<file path="src/hw/modem_pkg.sv">
package modem_pkg;
	// avalon byte addresses, one 32-bit word each
	localparam int ADDR_W = 4;
	localparam logic [3:0] OFF_LINE_CONTROL = 4'h0;
	localparam logic [3:0] OFF_LINE_STATUS = 4'h4;
	localparam logic [3:0] OFF_INT_ENABLE = 4'h8;
	// modem_line_control fields
	localparam int CTL_W = 5;
	localparam int CTL_DTR = 0;
	localparam int CTL_RTS = 1;
	localparam int CTL_AUX_ONE = 2;
	localparam int CTL_AUX_TWO = 3;
	localparam int CTL_LOOP = 4;
	localparam logic [4:0] CTL_RESET = 5'h00;
	// modem_line_status: deltas in 3:0, levels in 7:4
	localparam int STS_W = 8;
	localparam int NUM_IN = 4;
	localparam int IN_CTS = 0;
	localparam int IN_DSR = 1;
	localparam int IN_RING = 2;
	localparam int IN_DCD = 3;
	localparam int STS_LEVEL_LSB = 4;
	// interrupt_enable_reg
	localparam int IER_W = 8;
	localparam int IER_MODEM = 3;
	localparam logic [7:0] IER_RESET = 8'h00;
	localparam logic [3:0] IN_RESET = 4'h0;
	localparam logic [31:0] RDATA_RESET = 32'h0000_0000;
endpackage

</file>
<file path="src/hw/modem_delta_flag.sv">
`timescale 1ns/1ps
`default_nettype none
module modem_delta_flag (
	input wire logic clk_sys,
	input wire logic rst_b,
	input wire logic change,
	input wire logic read_busy,
	input wire logic read_done,
	output logic flag
);
	logic flag_q;
	logic pend_q;

	// change seen while the status read is in progress
	always_ff @(posedge clk_sys or negedge rst_b) begin
		if (!rst_b) begin
			pend_q <= 1'b0;
		end else if (read_done) begin
			pend_q <= 1'b0;
		end else if (read_busy && change) begin
			pend_q <= 1'b1;
		end
	end

	always_ff @(posedge clk_sys or negedge rst_b) begin
		if (!rst_b) begin
			flag_q <= 1'b0;
		end else if (read_done) begin
			// read clears a set flag; a pending change sets the flag only if it was clear
			flag_q <= (change | pend_q) & ~flag_q;
		end else if (!read_busy && change) begin
			flag_q <= 1'b1;
		end
	end

	assign flag = flag_q;
endmodule
`default_nettype wire

</file>
<file path="src/hw/modem_ctrl_status.sv">
// Added by the designer: register access over Avalon-MM and the placing of the registers.
`timescale 1ns/1ps
`default_nettype none
module modem_ctrl_status (
	input wire logic clk_sys,
	input wire logic rst_b,
	input wire logic [3:0] avs_address,
	input wire logic avs_read,
	input wire logic avs_write,
	input wire logic [31:0] avs_writedata,
	input wire logic [3:0] avs_byteenable,
	output logic [31:0] avs_readdata,
	output logic avs_waitrequest,
	output logic dtr_n,
	output logic rts_n,
	output logic aux_output_one_n,
	output logic aux_output_two_n,
	input wire logic cts_n,
	input wire logic dsr_n,
	input wire logic ring_n,
	input wire logic line_signal_detect_n,
	output logic serial_tx_pin,
	input wire logic serial_rx_pin,
	input wire logic tx_shift_out,
	output logic rx_shift_in,
	output logic modem_status_irq
);
	logic [modem_pkg::CTL_W-1:0] ctrl_q;
	logic [modem_pkg::IER_W-1:0] ier_q;
	logic [modem_pkg::NUM_IN-1:0] level_q;
	logic [modem_pkg::NUM_IN-1:0] level_d;
	logic [modem_pkg::NUM_IN-1:0] change;
	logic [modem_pkg::NUM_IN-1:0] delta;
	logic [31:0] readdata_q;
	logic [31:0] rd_mux;
	logic ack_q;
	logic init_q;
	logic loop;
	logic sel_ctl;
	logic sel_sts;
	logic sel_ier;
	logic wr_done;
	logic rd_first;
	logic sts_busy;
	logic sts_done;
	logic dtr_n_q;
	logic rts_n_q;
	logic aux_one_n_q;
	logic aux_two_n_q;
	logic tx_pin_q;
	logic rx_in_q;
	logic irq_q;

	// bus handshake: one wait cycle, request completes on the next edge
	always_ff @(posedge clk_sys or negedge rst_b) begin
		if (!rst_b) begin
			ack_q <= 1'b0;
		end else begin
			ack_q <= (avs_read | avs_write) & ~ack_q;
		end
	end

	assign avs_waitrequest = (avs_read | avs_write) & ~ack_q;
	assign wr_done = avs_write & ack_q;
	assign rd_first = avs_read & ~ack_q;

	always_comb begin
		sel_ctl = 1'b0;
		sel_sts = 1'b0;
		sel_ier = 1'b0;
		if (avs_address == modem_pkg::OFF_LINE_CONTROL) begin
			sel_ctl = 1'b1;
		end else if (avs_address == modem_pkg::OFF_LINE_STATUS) begin
			sel_sts = 1'b1;
		end else if (avs_address == modem_pkg::OFF_INT_ENABLE) begin
			sel_ier = 1'b1;
		end
	end

	assign sts_busy = avs_read & sel_sts;
	assign sts_done = sts_busy & ack_q;
	assign loop = ctrl_q[modem_pkg::CTL_LOOP];

	// control register, low byte lane only
	always_ff @(posedge clk_sys or negedge rst_b) begin
		if (!rst_b) begin
			ctrl_q <= modem_pkg::CTL_RESET;
		end else if (wr_done && sel_ctl && avs_byteenable[0]) begin
			ctrl_q <= avs_writedata[modem_pkg::CTL_W-1:0];
		end
	end

	always_ff @(posedge clk_sys or negedge rst_b) begin
		if (!rst_b) begin
			ier_q <= modem_pkg::IER_RESET;
		end else if (wr_done && sel_ier && avs_byteenable[0]) begin
			ier_q <= avs_writedata[modem_pkg::IER_W-1:0];
		end
	end

	// read data captured on the first edge, stands at completion
	always_comb begin
		rd_mux = modem_pkg::RDATA_RESET;
		if (sel_ctl) begin
			rd_mux[modem_pkg::CTL_W-1:0] = ctrl_q;
		end else if (sel_sts) begin
			rd_mux[modem_pkg::STS_W-1:0] = {level_q, delta};
		end else if (sel_ier) begin
			rd_mux[modem_pkg::IER_W-1:0] = ier_q;
		end
	end

	always_ff @(posedge clk_sys or negedge rst_b) begin
		if (!rst_b) begin
			readdata_q <= modem_pkg::RDATA_RESET;
		end else if (rd_first) begin
			readdata_q <= rd_mux;
		end
	end

	assign avs_readdata = readdata_q;

	// pins: inactive high in loopback, else inverted control bits
	always_ff @(posedge clk_sys or negedge rst_b) begin
		if (!rst_b) begin
			dtr_n_q <= 1'b1;
			rts_n_q <= 1'b1;
			aux_one_n_q <= 1'b1;
			aux_two_n_q <= 1'b1;
		end else begin
			dtr_n_q <= loop | ~ctrl_q[modem_pkg::CTL_DTR];
			rts_n_q <= loop | ~ctrl_q[modem_pkg::CTL_RTS];
			aux_one_n_q <= loop | ~ctrl_q[modem_pkg::CTL_AUX_ONE];
			aux_two_n_q <= loop | ~ctrl_q[modem_pkg::CTL_AUX_TWO];
		end
	end

	// serial path: in loopback, mark the line and wrap transmit into receive
	always_ff @(posedge clk_sys or negedge rst_b) begin
		if (!rst_b) begin
			tx_pin_q <= 1'b1;
			rx_in_q <= 1'b1;
		end else begin
			tx_pin_q <= loop | tx_shift_out;
			rx_in_q <= loop ? tx_shift_out : serial_rx_pin;
		end
	end

	assign dtr_n = dtr_n_q;
	assign rts_n = rts_n_q;
	assign aux_output_one_n = aux_one_n_q;
	assign aux_output_two_n = aux_two_n_q;
	assign serial_tx_pin = tx_pin_q;
	assign rx_shift_in = rx_in_q;

	// modem input levels, 1 = pin low
	always_comb begin
		if (loop) begin
			level_d[modem_pkg::IN_CTS] = ctrl_q[modem_pkg::CTL_RTS];
			level_d[modem_pkg::IN_DSR] = ctrl_q[modem_pkg::CTL_DTR];
			level_d[modem_pkg::IN_RING] = ctrl_q[modem_pkg::CTL_AUX_ONE];
			level_d[modem_pkg::IN_DCD] = ctrl_q[modem_pkg::CTL_AUX_TWO];
		end else begin
			level_d[modem_pkg::IN_CTS] = ~cts_n;
			level_d[modem_pkg::IN_DSR] = ~dsr_n;
			level_d[modem_pkg::IN_RING] = ~ring_n;
			level_d[modem_pkg::IN_DCD] = ~line_signal_detect_n;
		end
	end

	// first sample after reset only primes the edge detector
	always_ff @(posedge clk_sys or negedge rst_b) begin
		if (!rst_b) begin
			level_q <= modem_pkg::IN_RESET;
			init_q <= 1'b0;
		end else begin
			level_q <= level_d;
			init_q <= 1'b1;
		end
	end

	genvar gi;
	generate
		for (gi = 0; gi < modem_pkg::NUM_IN; gi++) begin : g_delta
			if (gi == modem_pkg::IN_RING) begin : g_ring
				// status 1 -> 0 means the ring pin went back high
				assign change[gi] = init_q & level_q[gi] & ~level_d[gi];
			end else begin : g_any
				assign change[gi] = init_q & (level_q[gi] ^ level_d[gi]);
			end
			modem_delta_flag u_flag (
				.clk_sys(clk_sys),
				.rst_b(rst_b),
				.change(change[gi]),
				.read_busy(sts_busy),
				.read_done(sts_done),
				.flag(delta[gi])
			);
		end
	endgenerate

	always_ff @(posedge clk_sys or negedge rst_b) begin
		if (!rst_b) begin
			irq_q <= 1'b0;
		end else begin
			irq_q <= ier_q[modem_pkg::IER_MODEM] & (|delta);
		end
	end

	assign modem_status_irq = irq_q;
endmodule
`default_nettype wire

</file>
<file path="config.mk">
export PLATFORM = sky130hd
export DESIGN_NAME = modem_ctrl_status
export DESIGN_NICKNAME = d
export VERILOG_FILES = /design/src/hw/modem_pkg.sv /design/src/hw/modem_delta_flag.sv /design/src/hw/modem_ctrl_status.sv
export SDC_FILE = /design/constraint.sdc
export NUM_CORES = 1
export LEC_CHECK = 0
export BUFFER_PORTS_ARGS = -buffer_cell sky130_fd_sc_hd__buf_2
export CAP_MARGIN = 30
export CORE_MARGIN = 3
export CORE_UTILIZATION = 47
export CTS_BUF_LIST = sky130_fd_sc_hd__clkbuf_16
export CTS_CLUSTER_DIAMETER = 200
export DETAILED_ROUTE_END_ITERATION = 16
export PLACE_DENSITY = 0.89
export RECOVER_POWER = 50
export SLEW_MARGIN = 20
export SYNTH_ARGS = -nofsm -noshare
export SYNTH_HDL_FRONTEND = slang
export SYNTH_HIERARCHICAL = 1
export SYNTH_SLANG_ARGS = --single-unit
</file>
<file path="constraint.sdc">
create_clock -name clk_sys -period 2.3 [get_ports clk_sys]
set_clock_uncertainty 0.15 [all_clocks]
set_input_delay 0.23 -clock clk_sys [delete_from_list [all_inputs] [get_ports clk_sys]]
set_output_delay 0.23 -clock clk_sys [all_outputs]
set_load 0.02 [all_outputs]
</file>
; Word level (Yosys, flattened, before mapping)
; Index checks and enable logic that the tools add are counted.
[word_totals]
ff_bits = 42
out_inout_bits = 40
[op_classes]
bitwise = 42
n_eq_ne = 2
n_reduce_logical = 23
mux = 28
[op_table]
columns = op, count
row1 = $mux W1, 23
row2 = $mux W8, 2
row3 = $reduce_bool A2 Y1, 8
row4 = $and A1 B1 Y1, 15
row5 = $not A1 Y1, 14
row6 = $logic_and A1 B1 Y1, 12
row7 = $or A1 B1 Y1, 10
row8 = $mux W5, 1
row9 = $eq A4 B3 Y1 const B, 1
row10 = $eq A4 B4 Y1 const B, 1
row11 = $logic_not A4 Y1, 1
row12 = $mux W4, 1
row13 = $reduce_or A4 Y1, 1
row14 = $mux W3, 1
row15 = $xor A1 B1 Y1, 3
row16 = $logic_not A1 Y1, 1

; Longest topological paths before layout
; Gate-level depths: netlist of run 1.
[depth]
depth_word = 8
ltp_mapped = 6
depth_no_buf = 5

; Cells and area by module
; The synthesis of run 1 kept the hierarchy.
[by_module_without_submodules]
columns = mod, cells_each, instances, seq_area_each_um2, area_each_um2
row1 = modem_ctrl_status, 160, 1, 858.3, 1734.2
row2 = modem_delta_flag, 8, 4, 50.0, 88.8

; Worst setup path before layout of run 1
; OpenSTA, ideal clock, no wires.
[synth_timing]
path_kind = input to register
startpoint = in avs_address[2]
endpoint = reg g_delta[0].u_flag.flag_q
slack_ns = 0.434
arrival_time_ns = 1.559
path_buffers = 1
path_stages = 6
required_ns = 1.992
path_cell_list = buf_2 and2b_1 and3_1 and2_1 mux2i_1 a221oi_1
[synth_between]
elab_cells_between_ends = 10
[synth_lines]
columns = element, line
row1 = start: declaration, modem_ctrl_status.sv:7  ; input wire logic [3:0] avs_address,
row2 = $eq A4 B3 Y1, modem_ctrl_status.sv:73  ; end else if (avs_address == modem_pkg::OFF_LINE_STATUS) begin
row3 = $mux W1, modem_ctrl_status.sv:73
row4 = $mux W1 (*), modem_ctrl_status.sv:71  ; if (avs_address == modem_pkg::OFF_LINE_CONTROL) begin
row5 = $and A1 B1 Y1 (*), modem_ctrl_status.sv:80  ; assign sts_busy = avs_read & sel_sts;
row6 = net sts_busy, modem_ctrl_status.sv:44  ; logic sts_busy;
row7 = $and A1 B1 Y1 (*), modem_ctrl_status.sv:81  ; assign sts_done = sts_busy & ack_q;
row8 = net sts_done, modem_ctrl_status.sv:45  ; logic sts_done;
row9 = $mux W1 or $reduce_bool A2 Y1 (tied branches), --
row10 = end signal: assignment, modem_delta_flag.sv:30  ; flag_q <= (change | pend_q) & ~flag_q;
row11 = end: declaration, modem_delta_flag.sv:11  ; logic flag_q;
; The timed path passes the listed nets; every way through them passes the cells marked *.
; A chain may end at the register's enable or synchronous reset.

; Worst setup path after layout of run 1
[layout_timing]
startpoint = reg ctrl_q[4] (netlist name)
endpoint = reg g_delta[0].u_flag.flag_q
[layout_between]
elab_chain_cells = 6
elab_cells_between_ends = 8
[layout_lines]
columns = element, line
row1 = start: declaration, modem_ctrl_status.sv:28  ; logic [modem_pkg::CTL_W-1:0] ctrl_q;
row2 = start signal: assignment, modem_ctrl_status.sv:87  ; ctrl_q <= modem_pkg::CTL_RESET;
row3 = start signal: assignment, modem_ctrl_status.sv:89  ; ctrl_q <= avs_writedata[modem_pkg::CTL_W-1:0];
row4 = $mux W4 (*), modem_ctrl_status.sv:158  ; if (loop) begin
row5 = $xor A1 B1 Y1 (*), modem_ctrl_status.sv:189  ; assign change[gi] = init_q & (level_q[gi] ^ level_d[gi]);
row6 = $and A1 B1 Y1 (*), modem_ctrl_status.sv:189
row7 = "net change, one bit", modem_ctrl_status.sv:32  ; logic [modem_pkg::NUM_IN-1:0] change;
row8 = $or A1 B1 Y1, modem_delta_flag.sv:30
row9 = $and A1 B1 Y1, modem_delta_flag.sv:30
row10 = $mux W1, modem_delta_flag.sv:28  ; end else if (read_done) begin
; Marks and branches as above.

==> results of run 1 <==
[through the flow]
stage	cells	power (µW)	hold WS [ns]	util (%)
after floorplan	215	1177	-0.2156	-
after global placement	277	1245	0.2545	53.83
after detailed placement	277	1262	0.2596	53.83
after CTS	287	1959	0.002776	57.85
after global routing	288	2045	0.02538	58.33
final	288	1951	0.004067	58.33
[path summary, 6_finish.rpt]
check,from,to,slack [ns],depth (start not counted)
worst min register to register,ctrl_q[2],aux_output_one_n,0.30,1
worst max register to register,ctrl_q[4],g_delta[0].u_flag/flag,0.47,5
max in group asynchronous,rst_b,serial_tx_pin,0.61,3
worst max-delay path,ctrl_q[4],g_delta[0].u_flag/flag,0.47,5
min in group asynchronous,rst_b,ier_q[5],0.61,2
worst min-delay path,ring_n,level_q[2],0.004,2
[area by class of cell]
| class | count | share of cell area [%] |
|---|---|---|
| Clock buffer | 5 | 5.176 |
| Sequential cell | 42 | 43.79 |
| Timing Repair Buffer | 44 | 10.46 |
| Tap cell | 50 | 2.588 |
| Inverter | 11 | 1.708 |
| Multi-Input combinational cell | 133 | 35.40 |
| Clock inverter | 3 | 0.8799 |
[kinds of logic (layout without fill, tap and decap cells)]
| kind of cell | after synthesis | count (layout) | share of synthesized area (%) |
|---|---|---|---|
| other | 2 | 25 | 0.3594 |
| buffers and inverters | 40 | 63 | 12.51 |
| and+or+nand+nor | 53 | 53 | 13.89 |
| DFF | 42 | 42 | 50.66 |
| AOI/OAI and AO/OA | 36 | 36 | 11.20 |
| muxes | 19 | 19 | 11.38 |
[per-layer routing]
layer | GRT usage (%) | vias up | wire, µm
met5 | 0 | - | 0
met4 | 6.148 | 0 | 61
met3 | 5.510 | 6 | 289
met2 | 27.56 | 43 | 2117
met1 | 21.49 | 724 | 1790
li1 | - | 698 | -
[power breakdown]
group / switching [µW] / internal, µW
Sequential: 75.4 / 844
Combinational: 195 / 142
Clock: 293 / 402
Total: 563 / 1390
[critical path, delay by kind of cell (launching register included)]
kind	cells	cell delay (ns)
compound gates	2	0.47
buf+inv	1	0.07
flops	1	0.50
simple gates	2	0.55
[state kept, by name (all words and copies together) (netlist names)]
signal / cells
ack_q: 1
aux_output_one_n: 1
aux_output_two_n: 1
avs_readdata: 8
ctrl_q: 5
dtr_n: 1
g_delta.u_flag/flag: 4
g_delta.u_flag/pend_q: 4
ier_q: 8
init_q: 1
level_q: 4
modem_status_irq: 1
rts_n: 1
rx_shift_in: 1
serial_tx_pin: 1
[timing repair]
| item | CTS | global route |
|---|---|---|
| endpoints found under the setup margin | 0 | 0 |
| hold buffers | 2 | 0 |
| hold endpoints to repair | 37 | 0 |
[cell usage in the layout, fill, tap and decap left out, types with 5 or more instances in the layout]
cell and n:
dfrtp_1 36, buf_2 35, conb_1 25, nor2_1 16, o21ai_0 12, inv_1 11
a21oi_1 8, nand2_1 8, mux2_4 8, nor2b_1 7, mux2_2 6, dfstp_2 6
mux2i_1 5, nand2b_1 5, a32o_1 5, clkbuf_16 5
==> results.ini, run 1 <==
[run_status]
status=finished, final reports clean

[clock_network]
clkLatencyLatePin_ns=0.29
cts-buffers-inserted=5
cts_resized=0
clk_pin_slew_ns=0.06
cts_buffer_depth=2
cts_tree=built
h-tree-depth=2
cts_setup_buffers=0
cts-root-buf=clkbuf_16
clock-sinks=42

[flow_run]
maxCapViolCount=0

[yosys]
ys.flop_type=dfrtp_1
syn_area_um2=2090
synth_area_per_cell_um2=10.88
ys_top_cells_by_area=dfrtp_1 43%, buf_4 8.6%, dfstp_2 7.5%
synth_seq_cells=42
synth.top_cell.area_share_pct=43.11
synth_most_common_cell=dfrtp_1
yosysSeqAreaShare_pct=50.66
ys_warn_count=6
ys_types=31
synth_top_cell_by_area=dfrtp_1
ys_top_cells_by_count=36 x dfrtp_1, 24 x buf_4, 16 x nor2_1, 12 x o21ai_0, 11 x inv_1
async_flop_share_pct=100.0
synth-edff-count=0
netlist_instances=192

[finish]
area_growth_pct=15.69
num-fill-cells=361
drive_gt1_share_pct=29.41
nets=287
regArea_um2=1059
multi_input_area_um2=855.8
diodes=0
design_area_um2=2417

[route]
drc_errors=0
first_pass_iters=4
wirelength_mm=4.258
drt_iter0_markers=42
routedWlPerCell_um=14.78
via_per_inst=5.108
num_vias=1471
antenna_left=0

[sta]
rsz0062_at_grt=no
setup_viol_count_final=0
clock.fmax_mhz=545.0
tightest_slew_ns=1.300
fin_tns_setup_ns=0
period_needed_ns=1.835
fin_ws_ns=0.4651
hold_viol=0
slew_headroom_pct=13.31
timing.final.crit_share_pct=79.78
slew_violations=0

[hold_path]
hold_path.class=in -> reg

[grt]
antenna_found_initial=0
grt_first_pass_wirelength_mm=6.727
grt_max_degree=43
grt-ovfl-total=0
track_usage_pct=17.08
grt_pass1_vias=1411

[floorplanning]
io_pins=90
core-area_um2=4144
die_area_um2=5282
die_x_um=72.68
initial_core_util_pct=50.42
die_h_um=72.68
num_rows=23

[place]
place_area_um2=2231
gp_congestion=0.8281
hpwlAfterDp_mm=3.053
io_buffers=38
dp_slack_ns=0.2784

[worst_setup_path]
crit_path_start_kind=flop
cp.arrival_ns=1.87
cp_slowest_cell=dfrtp_1
critPathKind=reg -> reg
cp_max_fo=12
crit_path_end_kind=flop
required_ns=2.33
worstPathCellList=nor2b_1 -> or3_1 -> a21oi_1 -> inv_1 -> a221oi_1
slowest_delay_ns=0.50

[pwr]
ir_drop_uv=487.1
p_per_area_nw_per_um2=807.0
p_leak_uw=0.001166

No activity file was read; power rests on OpenSTA's default activity.
==> run 2, diff against run 1 <==
--- a/config.mk
+++ b/config.mk
@@ -5,14 +5,15 @@
 export SDC_FILE = /design/constraint.sdc
 export NUM_CORES = 1
 export LEC_CHECK = 0
+export ABC_AREA = 1
 export BUFFER_PORTS_ARGS = -buffer_cell sky130_fd_sc_hd__buf_2
 export CAP_MARGIN = 30
 export CORE_MARGIN = 3
-export CORE_UTILIZATION = 47
+export CORE_UTILIZATION = 48
 export CTS_BUF_LIST = sky130_fd_sc_hd__clkbuf_16
 export CTS_CLUSTER_DIAMETER = 200
 export DETAILED_ROUTE_END_ITERATION = 16
-export PLACE_DENSITY = 0.89
+export PLACE_DENSITY = 0.9
 export RECOVER_POWER = 50
 export SLEW_MARGIN = 20
 export SYNTH_ARGS = -nofsm -noshare
==> constraint.sdc (replaced) <==
create_clock -name clk_sys -period 1.8 [get_ports clk_sys]
set_clock_uncertainty 0.15 [all_clocks]
set_input_delay 0.18 -clock clk_sys [delete_from_list [all_inputs] [get_ports clk_sys]]
set_output_delay 0.18 -clock clk_sys [all_outputs]
set_load 0.02 [all_outputs]
==> run 2 against run 1 <==
Against the previous run:
- final area is 5.4% higher
- flip-flop and latch count stayed put
- worst hold slack better by 0.010 ns
- die area is 2.1% higher
- sequential power is 25% higher
- clock power is 20% higher
- routed wire length is 5.8% higher
- critical path depth is 1 lower
==> results.ini, run 2 <==
[yosys]
yosysSeqAreaShare_pct=48.51  ; -2.1 points
async_flop_share_pct=100.0  ; unchanged
synth_top_cell_by_area=dfrtp_1
ys_types=24  ; -23%
synth_seq_cells=42  ; unchanged
ys_top_cells_by_count=76 x nand2_1, 41 x inv_1, 36 x dfrtp_1, 28 x nand3_1, 24 x buf_4
ys_top_cells_by_area=dfrtp_1 41%, nand2_1 13%, buf_4 8.3%
syn_area_um2=2182  ; +4.4%
ys.flop_type=dfrtp_1
netlist_instances=268  ; +40%
synth_area_per_cell_um2=8.142  ; -25%
synth_most_common_cell=nand2_1
synth.top_cell.area_share_pct=41.28  ; -1.8 points
synth-edff-count=0  ; unchanged
ys_warn_count=6  ; unchanged

[hold_path]
hold_path.class=in -> reg
hold_depth=3  ; +1
hp-start=avs_writedata[1]
holdPathEnd=ier_q[1]

[route]
wirelength_mm=4.505  ; +5.8%
antenna_left=0  ; unchanged
drt_iter0_markers=148  ; +250%
routedWlPerCell_um=12.18  ; -18%
drc_errors=0  ; unchanged
via_per_inst=4.773  ; -6.6%
num_vias=1766  ; +20%
first_pass_iters=4  ; unchanged

[worst_setup_path]
required_ns=1.86  ; -0.47 ns
r2r_cells=4  ; -1
r2r-end=rx_shift_in
critPathKind=reg -> reg
cp_max_fo=12  ; unchanged
reg2reg_from=ctrl_q[4]
cp_slowest_cell=dfrtp_1
crit_path_start_kind=flop
slowest_delay_ns=0.57  ; +0.07 ns
worstPathCellList=inv_1 -> nand2_1 -> nand2_1 -> dlygate4sd3_1
cp.arrival_ns=1.74  ; -0.13 ns
crit_path_end_kind=flop
crit_top_cell=nand2_1
reg2reg_setup_slack_ns=0.12  ; -0.34 ns
cp_top_family=buffers and inverters
crit_buf_inv=2  ; +1

[place]
io_buffers=38  ; unchanged
hpwlAfterDp_mm=3.312  ; +8.5%
dp_slack_ns=0.2509  ; -0.02757 ns
gp_congestion=0.8486  ; +2.5%

[sta]
slew_headroom_pct=33.84  ; +21 points
fin_ws_ns=0.1201  ; -0.3449 ns
timing.final.crit_share_pct=93.33  ; +14 points
period_needed_ns=1.680  ; -0.1551 ns
tightest_slew_ns=0.9925  ; -0.3079 ns
slew_violations=0  ; unchanged
hold_viol=0  ; unchanged
fin_tns_setup_ns=0  ; unchanged
clock.fmax_mhz=595.3  ; +9.2%
setup_viol_count_final=0  ; unchanged
rsz0062_at_grt=no

[clock_network]
clk_pin_slew_ns=0.05  ; about the same
cts_buffer_depth=2  ; unchanged
clkLatencyLatePin_ns=0.28  ; about the same
clock-sinks=42  ; unchanged
cts-buffers-inserted=5  ; unchanged
h-tree-depth=2  ; unchanged
cts-root-buf=clkbuf_16
cts_tree=built
cts_setup_buffers=0  ; unchanged

[finish]
area_growth_pct=16.80
final_cell_mix=76 x nand2_1, 44 x inv_1, 38 x buf_2, 36 x dfrtp_1, 28 x nand3_1
nets=369  ; +29%
diodes=0  ; unchanged
drive_gt1_share_pct=22.81  ; -6.6 points
final_common_cell=nand2_1

[grt]
antenna_found_initial=0  ; unchanged
grt_first_pass_wirelength_mm=7.238  ; +7.6%
track_usage_pct=17.90  ; +0.83 points
grt_pass1_vias=1657  ; +17%
grt-ovfl-total=0  ; unchanged
grt_max_degree=43  ; unchanged

[floorplanning]
num_rows=23  ; unchanged
die_area_um2=5391  ; +2.1%
die_h_um=73.43  ; +1.0%
core-area_um2=4202  ; +1.4%
io_pins=90  ; unchanged
die_x_um=73.43  ; +1.0%
initial_core_util_pct=51.94  ; +1.5 points

[run_status]
status=finished, final reports clean

[pwr]
p_per_area_nw_per_um2=945.2  ; +17%
p_leak_uw=0.001370  ; +18%
ir_drop_uv=415.3  ; -15%

[flow_run]
maxCapViolCount=0  ; unchanged

## run 2: power breakdown
group	total, µW	switching (µW)	internal (µW)
registers	1150	78.2	1070
clock network	830	332	498
logic	428	282	146
total	2410	692	1720
## run 2: worst max-delay path by stage
stage,startpoint,end,slack (ns),depth (start not counted)
2_1_floorplan,avs_address[2],g_delta[0].u_flag/flag,0.14,7
3_3_place_gp,avs_address[2],g_delta[0].u_flag/flag,0.34,9
3_5_place_dp,ctrl_q[4],g_delta[3].u_flag/flag,0.25,9
4_1_cts,ctrl_q[4],rx_shift_in,0.16,4
5_1_grt,ctrl_q[4],rx_shift_in,0.03,4
6_report,ctrl_q[4],rx_shift_in,0.12,4
## run 2: per-stage QoR
| stage | total power (µW) | utilization [%] | hold WS, ns | area, µm² | instances |
|---|---|---|---|---|---|
| after floorplan | 1479 | - | -0.2656 | 2268 | 291 |
| after CTS | 2430 | 61.02 | 0.01351 | 2564 | 370 |
| after global placement | 1560 | 56.10 | 0.01546 | 2357 | 355 |
| final | 2409 | 60.66 | 0.01402 | 2549 | 370 |
| after global routing | 2537 | 60.66 | 0.02115 | 2549 | 370 |
| after detailed placement | 1583 | 56.10 | 0.02234 | 2357 | 355 |
## run 2: repair_timing
item / in CTS / in global routing
hold buffers: 7 / 0
gates resized for setup: 0 / 0
endpoints found under the hold margin: 47 / 0
## run 2: tightest hold or removal path, delay by kind of cell
kind | cells | cell delay, ns
compound gates | 1 | 0.06
buf+inv | 2 | 0.17
## run 2: final cells by class
cell class	count	area (µm²)
clock buffers	5	125.1
clock inverters	3	11.26
fillers	375	1653
inverters	42	157.7
multi-input cells	179	845.8
flip-flops and latches	42	1059
well taps	50	62.56
repair buffers	49	287.8
## run 2: per-layer routing
| metal | wire length (µm) | vias up | GRT usage, % |
|---|---|---|---|
| met5 | 0 | - | 0 |
| met4 | 133 | 0 | 9.859 |
| met3 | 306 | 13 | 5.882 |
| met2 | 2191 | 67 | 27.81 |
| met1 | 1874 | 815 | 21.93 |
| li1 | - | 871 | - |
## run 2: cells by family (layout without fill, tap and decap cells)
family	count (synthesis)	in the layout	synth area share, %
compound gates	26	26	7.683
flops	42	42	48.51
buf+inv	70	99	16.69
other cells	2	25	0.3442
simple gates	128	128	26.78
==> run 3, diff against run 2 <==
--- a/config.mk
+++ b/config.mk
@@ -6,7 +6,7 @@
 export NUM_CORES = 1
 export LEC_CHECK = 0
 export ABC_AREA = 1
-export BUFFER_PORTS_ARGS = -buffer_cell sky130_fd_sc_hd__buf_2
+export BUFFER_PORTS_ARGS = -buffer_cell sky130_fd_sc_hd__buf_4
 export CAP_MARGIN = 30
 export CORE_MARGIN = 3
 export CORE_UTILIZATION = 48
@@ -18,5 +18,4 @@
 export SLEW_MARGIN = 20
 export SYNTH_ARGS = -nofsm -noshare
 export SYNTH_HDL_FRONTEND = slang
-export SYNTH_HIERARCHICAL = 1
 export SYNTH_SLANG_ARGS = --single-unit
==> run 3 against run 2 <==
Against the previous run:
- fmax is 4.3% higher
- count of clock-buffer cells in the layout stayed put
- synthesized cell count is 4.1% lower
- die area is 2.3% lower
- clock power is 1% higher
- largest cell class unchanged
==> results.ini, run 3 <==
[run_status]
status=finished, final reports clean

[floorplanning]
io_pins=90  ; unchanged
initial_core_util_pct=51.36  ; -0.58 points
die_x_um=72.59  ; -1.1%
num_rows=23  ; unchanged
die_area_um2=5269  ; -2.3%
core-area_um2=4144  ; -1.4%
die_h_um=72.59  ; -1.1%

[pwr]
p_per_area_nw_per_um2=937.0  ; -0.87%
ir_drop_uv=614.1  ; +48%
p_leak_uw=0.001369  ; about the same
total_power_uw=2414  ; +0.20%

[route]
drc_errors=0  ; unchanged
num_vias=1717  ; -2.8%
routedWlPerCell_um=12.34  ; +1.3%
drt_iter0_markers=114  ; -23%
via_per_inst=4.796  ; +0.48%
wirelength_mm=4.417  ; -2.0%
first_pass_iters=4  ; unchanged
antenna_left=0  ; unchanged

[finish]
final_common_cell=nand2_1
diodes=0  ; unchanged
final_cell_mix=72 x nand2_1, 38 x buf_4, 36 x dfrtp_1, 34 x inv_1, 29 x o21ai_0
area_growth_pct=21.05
num-fill-cells=378  ; +0.80%
nets=357  ; -3.3%
drive_gt1_share_pct=22.40  ; -0.41 points

[sta]
timing.final.crit_share_pct=89.46  ; -3.9 points
fin_tns_setup_ns=0  ; unchanged
clock.fmax_mhz=621.0  ; +4.3%
tightest_slew_ns=1.004  ; +0.01116 ns
hold_viol=0  ; unchanged
rsz0062_at_grt=no
slew_violations=0  ; unchanged
setup_viol_count_final=0  ; unchanged
period_needed_ns=1.610  ; -0.06965 ns
slew_headroom_pct=33.09  ; -0.74 points

[yosys]
synth_seq_cells=42  ; unchanged
syn_area_um2=2128  ; -2.5%
yosysSeqAreaShare_pct=49.74  ; +1.2 points
synth_most_common_cell=nand2_1
ys.flop_type=dfrtp_1
netlist_instances=257  ; -4.1%
synth_area_per_cell_um2=8.281  ; +1.7%
async_flop_share_pct=100.0  ; unchanged
ys_top_cells_by_area=dfrtp_1 42%, nand2_1 13%, buf_4 8.5%
synth-edff-count=0  ; unchanged
ys_top_cells_by_count=72 x nand2_1, 36 x dfrtp_1, 33 x inv_1, 29 x o21ai_0, 24 x buf_4
ys_types=26  ; +8.3%
ys_warn_count=0  ; -6
synth.top_cell.area_share_pct=42.33  ; +1.0 points
synth_top_cell_by_area=dfrtp_1

[place]
io_buffers=38  ; unchanged
gp_congestion=0.8645  ; +1.9%
hpwlAfterDp_mm=3.277  ; -1.0%

[worst_setup_path]
r2r_cells=8  ; +4
cp.arrival_ns=1.68  ; -0.06 ns
cp_max_fo=9  ; -3
required_ns=1.87  ; about the same
reg2reg_setup_slack_ns=0.19  ; +0.07 ns
r2r-end=g_delta[1].u_flag.flag
critPathKind=reg -> reg
reg2reg_from=ctrl_q[4]
crit_path_end_kind=flop
crit_path_start_kind=flop

[grt]
antenna_found_initial=0  ; unchanged
grt-ovfl-total=0  ; unchanged
grt_pass1_vias=1592  ; -3.9%
grt_max_degree=43  ; unchanged
grt_first_pass_wirelength_mm=7.327  ; +1.2%
track_usage_pct=18.27  ; +0.36 points

[clock_network]
clkLatencyLatePin_ns=0.28  ; about the same
clk_pin_slew_ns=0.06  ; about the same
cts-root-buf=clkbuf_16
cts_buffer_depth=2  ; unchanged
cts_tree=built
clock-sinks=42  ; unchanged
cts-buffers-inserted=5  ; unchanged
h-tree-depth=2  ; unchanged
cts_resized=0  ; unchanged

[hold_path]
holdPathEnd=ier_q[1]
hold_depth=3  ; unchanged
hold_path.class=in -> reg
hp-start=avs_writedata[1]

[flow_run]
maxCapViolCount=0  ; unchanged

run 3: cell types whose count changed after synthesis, moves of 2 or more:
cell     delta
nand4_1     +2
o21a_1      -2
o21ai_1     +3
nand3_1    -13
nand2_1     -4
buf_2       -2
nor2_1      -3
nor2_4      -4
o21ai_0    +20
inv_1       -8
o21ai_2     -3
run 3: how the worst max path moves through the flow:
stage	from	to	slack, ns	cells after the start
floorplan	ack_q	ier_q[3]	0.51	6
global placement	avs_address[0]	avs_readdata[3]	0.28	7
detailed placement	ctrl_q[4]	g_delta[1].u_flag.flag	0.24	8
CTS	ctrl_q[4]	g_delta[1].u_flag.flag	0.22	8
global route	ctrl_q[4]	g_delta[1].u_flag.flag	0.08	7
finish	ctrl_q[4]	g_delta[1].u_flag.flag	0.19	8
run 3: per-stage QoR:
| step | worst slack [ns] | cell area, µm² | cells | hold WS (ns) | util (%) |
|---|---|---|---|---|---|
| 3_3_place_gp | 0.2844 | 2381 | 344 | 0.03561 | 57.46 |
| 4_1_cts | 0.2187 | 2579 | 358 | 0.01458 | 62.23 |
| 2_1_floorplan | 0.5066 | 2215 | 280 | -0.2656 | - |
| 5_1_grt | 0.07643 | 2576 | 358 | 0.02714 | 62.17 |
| 6_report | 0.1898 | 2576 | 358 | 0.01569 | 62.17 |
| 3_5_place_dp | 0.2353 | 2381 | 344 | 0.04064 | 57.46 |
run 3: what timing repair did:
item | 4_1_cts | 5_1_grt
hold buffers | 6 | 0
hold endpoints to repair | 41 | 0
setup buffers | 0 | 0
run 3: where the power goes:
group          switching [µW]  leakage [µW]  total (µW)  internal, µW
clock network             340     0.0000724         841           501
registers                65.0      0.000521        1120          1060
logic                     283      0.000775         448           166
run 3: logic make-up after synthesis:
family	share of synthesized area, %
AO/OA/AOI/OAI	11.35
buffers and inverters	15.87
flip-flops	49.74
other	0.3529
AND/OR/NAND/NOR	22.69
run 3: critical path: stages, from the launching register on:
cell and delay [ns]:
dfrtp_1 0.44, clkinv_1 0.27, nand2_1 0.16, nand2_1 0.09, nand2_1 0.07, nand3_1 0.13, nand2_1 0.10, nand3_1 0.07
nand2_1 0.07
run 3: cell type report:
type	instances	area, µm²	area share, %
clock inverter	3	12.51	0.4857
clock buffer	5	125.1	4.857
tap	50	62.56	2.428
timing repair buffer	46	357.8	13.89
inverter	37	141.4	5.488
sequential	42	1059	41.09
multi-input combinational	175	818.3	31.76
run 3: metal layers:
| metal | wire length, µm | track usage (%) | vias to the layer above |
|---|---|---|---|
| met3 | 352 | 4.270 | 6 |
| met5 | 0 | 0 | - |
| met1 | 1794 | 23.55 | 790 |
| met2 | 2162 | 29.26 | 71 |
| li1 | - | - | 850 |
| met4 | 108 | 8.197 | 0 |
